===== config.mk =====
export PLATFORM = sky130hd
export DESIGN_NAME = hcc_classifier
export DESIGN_NICKNAME = d
export VERILOG_FILES = /design/src/core/hcc_pkg.sv /design/src/core/hcc_classifier.sv /design/src/core/hcc_nyet_counter.sv
export SDC_FILE = /design/constraint.sdc
export NUM_CORES = 1
export LEC_CHECK = 0
export BUFFER_PORTS_ARGS = -buffer_cell sky130_fd_sc_hd__buf_2
export CELL_PAD_IN_SITES_DETAIL_PLACEMENT = 1
export CELL_PAD_IN_SITES_GLOBAL_PLACEMENT = 1
export CORE_ASPECT_RATIO = 1.25
export CORE_MARGIN = 2
export CORE_UTILIZATION = 27
export DETAILED_ROUTE_END_ITERATION = 6
export GPL_TIMING_DRIVEN = 0
export PLACE_DENSITY_LB_ADDON = 0.1
export SKIP_CTS_REPAIR_TIMING = 1
export SLEW_MARGIN = 20
export SYNTH_ARGS = -nofsm -noshare
export SYNTH_HDL_FRONTEND = slang
export SYNTH_SLANG_ARGS = --single-unit

===== constraint.sdc =====
create_clock -name i_clk -period 2.73 [get_ports i_clk]
set_clock_uncertainty 0.15 [all_clocks]
set_input_delay 0.4095 -clock i_clk [delete_from_list [all_inputs] [get_ports i_clk]]
set_output_delay 0.4095 -clock i_clk [all_outputs]
set_load 0.01 [all_outputs]

===== src/core/hcc_pkg.sv =====
/*
 Package for the host completion code classifier: codes, widths, limits.
 Assumes one controller clock domain; no software registers.
*/
package hcc_pkg;

    localparam int          HCC_CODE_W     = 3;
    localparam int          HCC_SIZE_W     = 11;
    localparam int          HCC_TOTAL_W    = 20;
    localparam int          HCC_NYET_W     = 2;
    localparam logic [1:0]  HCC_NYET_LIMIT = 2'h3;

    typedef logic [HCC_CODE_W-1:0] hcc_code_t;

    localparam hcc_code_t CLEAN_COMPLETION_CODE = 3'h0;
    localparam hcc_code_t STALL_CODE            = 3'h1;
    localparam hcc_code_t EXCESS_BYTES_CODE     = 3'h2;
    localparam hcc_code_t SHORT_PACKET_CODE     = 3'h3;
    localparam hcc_code_t TRANSIENT_FAULT_CODE  = 3'h4;

    typedef enum logic [1:0] {
        HCC_KIND_IN,
        HCC_KIND_OUT,
        HCC_KIND_OTHER
    } hcc_kind_t;

endpackage


===== src/core/hcc_classifier.sv =====
/*
 Host completion code classifier: turns each finished transaction's
 outcome flags into a 3-bit completion code.
 Assumes flags are valid with i_done, from logic on i_clk.
*/
// Contract
// - Short IN packet under budget gives code 011
// - CRC or stuff error beats size codes
// - Toggle mismatch beats overrun when size ok
// - Timeout after IN or OUT gives 100
// - CRC failure gives retry-error code
// - Bit-stuffing violation gives retry-error code
// - PID check bits failure gives retry error
// - Invalid or undefined PID gives retry error
// - Split interrupt ERR handshake gives retry error
// - Third consecutive split NYET gives retry error
// - Data toggle mismatch gives retry error
// - No error gives code 000
// - Stall handshake gives code 001
// - Oversize IN packet or IN over budget gives 010
`timescale 1ns/100ps

module hcc_classifier
    import hcc_pkg::*;
(
    input  wire logic                   i_clk,
    input  wire logic                   i_srst,
    input  wire logic                   i_done,
    input  wire hcc_pkg::hcc_kind_t     i_kind,
    input  wire logic [hcc_pkg::HCC_SIZE_W-1:0]  i_max_packet_size,
    input  wire logic [hcc_pkg::HCC_SIZE_W-1:0]  i_packet_len,
    input  wire logic [hcc_pkg::HCC_TOTAL_W-1:0] i_transfer_byte_budget,
    input  wire logic [hcc_pkg::HCC_TOTAL_W-1:0] i_bytes_received,
    input  wire logic                   i_timeout,
    input  wire logic                   i_crc_err,
    input  wire logic                   i_stuff_err,
    input  wire logic                   i_pid_check_err,
    input  wire logic                   i_pid_invalid,
    input  wire logic                   i_toggle_mismatch,
    input  wire logic                   i_stall,
    input  wire logic                   i_split_intr,
    input  wire logic                   i_hub_err,
    input  wire logic                   i_nyet,
    output hcc_pkg::hcc_code_t          o_code,
    output logic                        o_code_valid
);

    import hcc_pkg::*;

    hcc_code_t code_r;
    hcc_code_t code_nxt;
    logic      valid_r;
    logic      valid_nxt;
    logic      nyet_limit;
    logic      data_in;
    logic      pkt_over;
    logic      pkt_short;
    logic      bytes_over;
    logic      bytes_under;
    logic      link_fault;

    // ----------------------------------------
    // Split NYET run
    // ----------------------------------------
    hcc_nyet_counter u_nyet
    (
        .i_clk        (i_clk),
        .i_srst       (i_srst),
        .i_done       (i_done),
        .i_split_intr (i_split_intr),
        .i_nyet       (i_nyet),
        .o_limit      (nyet_limit)
    );

    // ----------------------------------------
    // Size comparisons
    // ----------------------------------------
    assign data_in     = (i_kind == HCC_KIND_IN);
    assign pkt_over    = data_in && (i_packet_len > i_max_packet_size);
    assign pkt_short   = data_in && (i_packet_len < i_max_packet_size);
    assign bytes_over  = data_in && (i_bytes_received > i_transfer_byte_budget);
    assign bytes_under = data_in && (i_bytes_received < i_transfer_byte_budget);

    // Corrupt packets make the size count untrustworthy, hence they win
    assign link_fault = i_crc_err
        || i_stuff_err
        || i_pid_check_err
        || i_pid_invalid
        || (i_split_intr && i_hub_err)
        || nyet_limit
        || i_timeout;

    // ----------------------------------------
    // Classification
    // ----------------------------------------
    always_comb
    begin
        code_nxt  = code_r;
        valid_nxt = 1'b0;
        if (i_done)
        begin
            valid_nxt = 1'b1;
            if (link_fault)
                code_nxt = TRANSIENT_FAULT_CODE;
            else if (i_stall)
                code_nxt = STALL_CODE;
            else if (i_toggle_mismatch && !pkt_over)
                code_nxt = TRANSIENT_FAULT_CODE;
            else if (pkt_over || bytes_over)
                code_nxt = EXCESS_BYTES_CODE;
            else if (i_toggle_mismatch)
                code_nxt = TRANSIENT_FAULT_CODE;
            else if (pkt_short && bytes_under)
                code_nxt = SHORT_PACKET_CODE;
            else
                code_nxt = CLEAN_COMPLETION_CODE;
        end
    end

    always_ff @(posedge i_clk)
    begin
        if (i_srst)
        begin
            code_r  <= CLEAN_COMPLETION_CODE;
            valid_r <= 1'b0;
        end
        else
        begin
            code_r  <= code_nxt;
            valid_r <= valid_nxt;
        end
    end

    assign o_code       = code_r;
    assign o_code_valid = valid_r;

endmodule


===== src/core/hcc_nyet_counter.sv =====
/*
 Consecutive NYET counter for split interrupt transfers.
 Assumes strobes come from the host transaction engine on i_clk.
*/
`timescale 1ns/100ps

module hcc_nyet_counter
    import hcc_pkg::*;
(
    input  wire logic i_clk,
    input  wire logic i_srst,
    input  wire logic i_done,
    input  wire logic i_split_intr,
    input  wire logic i_nyet,
    output logic      o_limit
);

    logic [HCC_NYET_W-1:0] count_r;
    logic [HCC_NYET_W-1:0] count_nxt;
    logic [HCC_NYET_W-1:0] count_inc;

    assign count_inc = count_r + 2'h1;
    // Third in a row reaches the limit
    assign o_limit   = i_done && i_split_intr && i_nyet && (count_inc == HCC_NYET_LIMIT);

    // ----------------------------------------
    // Next count
    // ----------------------------------------
    always_comb
    begin
        count_nxt = count_r;
        if (i_done)
        begin
            // Any other outcome breaks the run
            if (i_split_intr && i_nyet && !o_limit)
                count_nxt = count_inc;
            else
                count_nxt = '0;
        end
    end

    always_ff @(posedge i_clk)
    begin
        if (i_srst)
            count_r <= '0;
        else
            count_r <= count_nxt;
    end

endmodule


==> results of run 1 <==
==> worst paths after layout <==
path,startpoint,cells past startpoint,to
worst max-delay path,i_transfer_byte_budget[18],9,o_code[1]
worst min-delay path,i_toggle_mismatch,2,o_code[1]
worst max register to register,u_nyet.count_r[0],8,o_code[1]
worst min register to register,u_nyet.count_r[1],2,u_nyet.count_r[1]
==> flip-flops by register name (all words and copies together), names as in the netlist <==
name	count
o_code	3
o_code_valid	1
u_nyet.count_r	2
==> metal layers <==
metal  GRT usage  wire length [um]  up-vias
met5           0                 0        -
met4      0.0236                27        0
met3      0.0289               241        2
met2       0.284              1590       48
met1       0.118              1060      579
li1            -                 -      685
==> final cells by class <==
| cell class | count | area (um2) | share of cell area |
|---|---|---|---|
| multi-input cells | 109 | 856 | 0.529 |
| well taps | 56 | 70.1 | 0.0433 |
| repair buffers | 79 | 395 | 0.244 |
| plain buffers | 1 | 11.3 | 0.00696 |
| clock buffers | 3 | 41.3 | 0.0255 |
| flip-flops and latches | 6 | 120 | 0.0742 |
| inverters | 33 | 124 | 0.0766 |
==> through the flow <==
| stage | util | area, um2 | power [W] | instances |
|---|---|---|---|---|
| after detailed placement | 0.391 | 1580 | 0.000270 | 284 |
| after floorplan | - | 1110 | 0.000189 | 149 |
| after CTS | 0.401 | 1620 | 0.000404 | 287 |
| after global placement | 0.391 | 1580 | 0.000267 | 284 |
| after global routing | 0.401 | 1620 | 0.000440 | 287 |
| final | 0.401 | 1620 | 0.000395 | 287 |
==> worst register-to-register path, stage by stage, from the launching register on <==
cell and delay [ns]:
dfxtp_1 0.34, inv_1 0.05, ha_1 0.19, a21o_1 0.17
nand2_1 0.06, nand4b_1 0.17, nor2_1 0.14, o21bai_1 0.08
a221oi_2 0.17
==> where the power goes <==
group	switching (W)	leakage [nW]	internal (W)
clock	0.0000366	0.0216	0.0000946
combinational	0.0000795	0.882	0.0000925
sequential	0.000000993	0.0491	0.0000909
==> layout by cell type (no fill, tap or decap), types with 2 or more instances in the layout <==
cell,count
ha_1,32
nor3_1,2
o21ai_0,6
inv_1,33
mux2i_1,2
o211ai_1,2
dfxtp_1,6
or3_2,2
buf_2,79
nand4_1,6
nand3_1,5
nand2_1,7
a31oi_1,2
a21oi_1,15
clkbuf_8,3
a21o_1,5
nor2b_1,2
a211oi_1,2
nor2_1,7
==> cell families after synthesis <==
family,share of synthesized area
buffers and inverters,0.122
DFF,0.108
AOI/OAI and AO/OA,0.208
and+or+nand+nor,0.184
adders and majority gates,0.360
muxes,0.0180
==> flow_metrics.py, run 1 <==
metrics = {
    "status": {
        "status": "complete, no violations",
    },
    "sta": {
        "final.setup.tns_ns": 0,
        "period_share": 0.836,
        "holdWs_ns": 0.253,
        "worst_pin_slew_ns": 0.345,
        "slew_violations": 0,
        "setup_ws_ns": 0.447,
        "slew_headroom": 0.769,
        "finalSetupViolCount": 0,
        "rsz0062_at_grt": "false",
        "min_period_ns": 2.28,
        "fmaxAchievable_mhz": 438,
        "hold_viol_final": 0,
    },
    "setup_path": {
        "end_kind": "register",
        "rrSetupSlack_ns": 1.12,
        "slowest_stage": "or4_1",
        "critical-path-top-delay-family": "simple AND/OR/NAND/NOR gates",
        "critPathLaunchType": "input port",
        "critical-path-max-stage-delay_ns": 0.59,
        "arrival_ns": 2.26,
        "cp_num_buf_inv": 2,
        "cp_max_fo": 4,
        "worst-setup-path-type": "input port to register",
        "cp_cell_sequence": "buf_2 -> inv_1 -> ha_1 -> nand4_1 -> or4_1 -> a21o_1 -> a31oi_1 -> a211oi_1 -> a221oi_2",
        "crit_required_ns": 2.71,
    },
    "cts": {
        "clock-sinks": 6,
        "htree_levels": 1,
        "numCtsBuffers": 3,
        "clk_pin_slew_ns": 0.03,
        "cts_buffer_depth": 2,
        "cts_root_buffer": "clkbuf_8",
        "cts_tree": "yes",
        "clock_latency_ns": 0.22,
    },
    "route": {
        "wl_per_cell_um": 10.2,
        "viasPerCell": 4.58,
        "drt_iter0_markers": 12,
        "via_count": 1314,
        "drtPass1Iterations": 2,
        "detail-route-antenna-nets": 0,
        "drc": 0,
        "wirelength_mm": 2.92,
    },
    "yosys": {
        "synth_top_area_cell": "ha_1",
        "yosysMostFrequentCell": "inv_1",
        "syn_avg_cell_area_um2": 7.46,
        "syn_inst": 149,
        "synth_common_cells": "inv_1 (33), ha_1 (32), a21oi_1 (15)",
        "netlist_area_mm2": 0.00111,
        "async_reset_ff_frac": 0,
        "ys_seq_area_frac": 0.108,
        "yosysUniqueCellTypes": 30,
        "synth_edf_count": 0,
        "synth_top_area_frac": 0.360,
        "netlist_top_cells_area": "ha_1 (36%), inv_1 (11%), dfxtp_1 (11%)",
        "yosysWarningCount": 0,
        "synth-seq-cells": 6,
        "syn_nets": 258,
        "synth_ff_type": "dfxtp_1",
    },
    "layout": {
        "syn_to_final_growth_pct": 45.6,
        "num-fill-cells": 577,
        "nets": 342,
        "drive_gt1_frac": 0.377,
        "antennaDiodeCount": 0,
    },
    "place": {
        "pre_cts_slack_ns": 0.178,
        "io_buffers": 79,
        "hpwl_mm": 2.76,
        "gp_congestion": 0.710,
    },
    "die": {
        "start_util": 0.275,
        "rows": 26,
        "die-area_mm2": 0.00465,
        "ioPinCount": 81,
        "fp.dieH_um": 75.7,
        "die_x_um": 61.4,
        "core-area_mm2": 0.00403,
    },
    "grt": {
        "grt_pass1_vias": 1324,
        "antenna_found_initial": 0,
        "grt_pass1_wl_mm": 4.81,
        "gr-total-overflow": 0,
        "grt_max_degree": 9,
        "track_usage": 0.131,
    },
    "min_path": {
        "hold_path_class": "input port to register",
    },
    "pwr": {
        "vdd_ir_drop_max_uv": 106,
        "leakagePower_nw": 0.952,
        "power_density_mw_per_mm2": 244,
    },
    "job": {
        "drv_cap": 0,
    },
}
Note: power is estimated with default switching activity, not from simulation.
==> run 2: changes to the inputs <==
CORE_UTILIZATION = 24   (was 27)
clock period = 2 ns   (was 2.73 ns; I/O delays follow)
==> run 2 against run 1 <==
The run now ends with setup timing left. Sequential power is 37% higher. Clock power is 34% higher. Largest power group unchanged. Die area rose by 12%. Power increased by 44%. Sequential share of layout area is 0.64 points lower. Setup slack lost 0.52 ns. Critical endpoint unchanged. Cell count grew 0.70%. First-iteration DRC count increased by 130%.
==> flow_metrics.py, run 2 (synthesis results as in run 1) <==
metrics = {
    "sta": {
        "rsz0062_at_grt": "true",
        "setup_ws_ns": -0.0709,
        "slew_violations": 0,
        "worst_pin_slew_ns": 0.411,
        "finalSetupViolCount": 1,
        "fmaxAchievable_mhz": 483,
        "min_period_ns": 2.07,
        "holdWs_ns": 0.148,
        "slew_headroom": 0.725,
        "period_share": 1.04,
        "final.setup.tns_ns": -0.0709,
        "hold_viol_final": 0,
    },
    "cts": {
        "cts_tree": "yes",
        "cts_root_buffer": "clkbuf_8",
        "clock-sinks": 6,
        "clock_latency_ns": 0.22,
        "numCtsBuffers": 3,
        "htree_levels": 1,
        "cts_buffer_depth": 2,
        "clk_pin_slew_ns": 0.03,
    },
    "die": {
        "start_util": 0.251,
        "die-area_mm2": 0.00519,
        "core-area_mm2": 0.00443,
        "die_x_um": 64.9,
        "fp.dieH_um": 80.1,
        "ioPinCount": 81,
        "rows": 27,
    },
    "grt": {
        "grt_pass1_vias": 1274,
        "antenna_found_initial": 0,
        "grt_max_degree": 9,
        "gr-total-overflow": 0,
        "grt_pass1_wl_mm": 4.97,
        "track_usage": 0.117,
    },
    "route": {
        "drc": 0,
        "drt_iter0_markers": 28,
        "wl_per_cell_um": 10.6,
        "via_count": 1311,
        "viasPerCell": 4.54,
        "wirelength_mm": 3.06,
        "detail-route-antenna-nets": 0,
        "drtPass1Iterations": 2,
    },
    "pwr": {
        "p_total_w": 0.000570,
        "power_density_mw_per_mm2": 322,
        "leakagePower_nw": 0.975,
        "vdd_ir_drop_max_uv": 194,
    },
    "min_path": {
        "hold_path_class": "input port to register",
        "worstHoldPathCells": 2,
    },
    "setup_path": {
        "r2r-end": "o_code[1]",
        "cp-endpoint": "o_code[1]",
        "arrival_ns": 2.05,
        "cp_cell_sequence": "buf_6 -> inv_2 -> ha_4 -> nand4_1 -> or4_4 -> a21o_1 -> a31oi_2 -> a211oi_2 -> a221oi_2",
        "worst-setup-path-type": "input port to register",
        "crit_cells": 9,
        "end_kind": "register",
        "rrSetupSlack_ns": 0.37,
        "startpoint": "i_transfer_byte_budget[14]",
        "critical-path-top-delay-family": "simple AND/OR/NAND/NOR gates",
        "cp_num_buf_inv": 2,
        "reg2reg_from": "u_nyet.count_r[0]",
        "crit_required_ns": 1.97,
        "ff2ff_path_depth": 8,
        "cp_max_fo": 3,
        "critical-path-max-stage-delay_ns": 0.56,
        "slowest_stage": "or4_4",
        "critPathLaunchType": "input port",
    },
    "place": {
        "hpwl_mm": 2.88,
        "gp_congestion": 0.680,
        "io_buffers": 79,
    },
    "layout": {
        "final_common_cell": "buf_2",
        "nets": 342,
        "drive_gt1_frac": 0.433,
        "largest_reg_flops": 3,
        "final_cell_mix": "buf_2 (71), inv_1 (29), ha_1 (27)",
        "utilization": 0.400,
        "syn_to_final_growth_pct": 59.3,
        "num-fill-cells": 580,
        "antennaDiodeCount": 0,
    },
    "status": {
        "status": "finished with violations",
        "violations": "setup timing",
    },
    "job": {
        "drv_cap": 0,
    },
}
-- run 2: how the worst min path moves through the flow --
stage,slack [ns],to,start
floorplan,0.22,o_code[2],i_srst
global placement,0.34,u_nyet.count_r[1],u_nyet.count_r[1]
detailed placement,0.36,o_code[0],o_code[0]
CTS,0.15,o_code[1],i_toggle_mismatch
global route,0.15,o_code[1],i_toggle_mismatch
finish,0.15,o_code[1],i_toggle_mismatch
-- run 2: layout make-up --
class	count	area (um2)	share of cell area
multi-input cells	109	942	0.532
repair buffers	79	449	0.254
inverters	33	134	0.0756
flip-flops and latches	6	120	0.0678
well taps	58	72.6	0.0410
clock buffers	3	41.3	0.0233
plain buffers	1	11.3	0.00636
-- run 2: through the flow --
step,instances,worst slack (ns),instance area (um2)
6_report,289,-0.0709,1770
3_3_place_gp,286,-0.382,1640
2_1_floorplan,149,-0.0588,1170
4_1_cts,289,-0.200,1680
3_5_place_dp,286,-0.420,1640
5_1_grt,289,-0.177,1770
-- run 2: where the power goes --
part / switching, W / leakage [nW] / total [W] / internal, W
clock: 0.0000466 / 0.0216 / 0.000175 / 0.000129
combinational: 0.000121 / 0.904 / 0.000269 / 0.000148
sequential: 0.00000146 / 0.0491 / 0.000126 / 0.000124
total: 0.000169 / 0.975 / 0.000570 / 0.000401
-- run 2: metal layers --
layer  track usage  vias up  routed length, um
li1              -      687                  -
met5             0        -                  0
met2         0.237       42               1720
met1         0.124      582               1140
met3        0.0224        0                198
met4        0.0128        0                  0
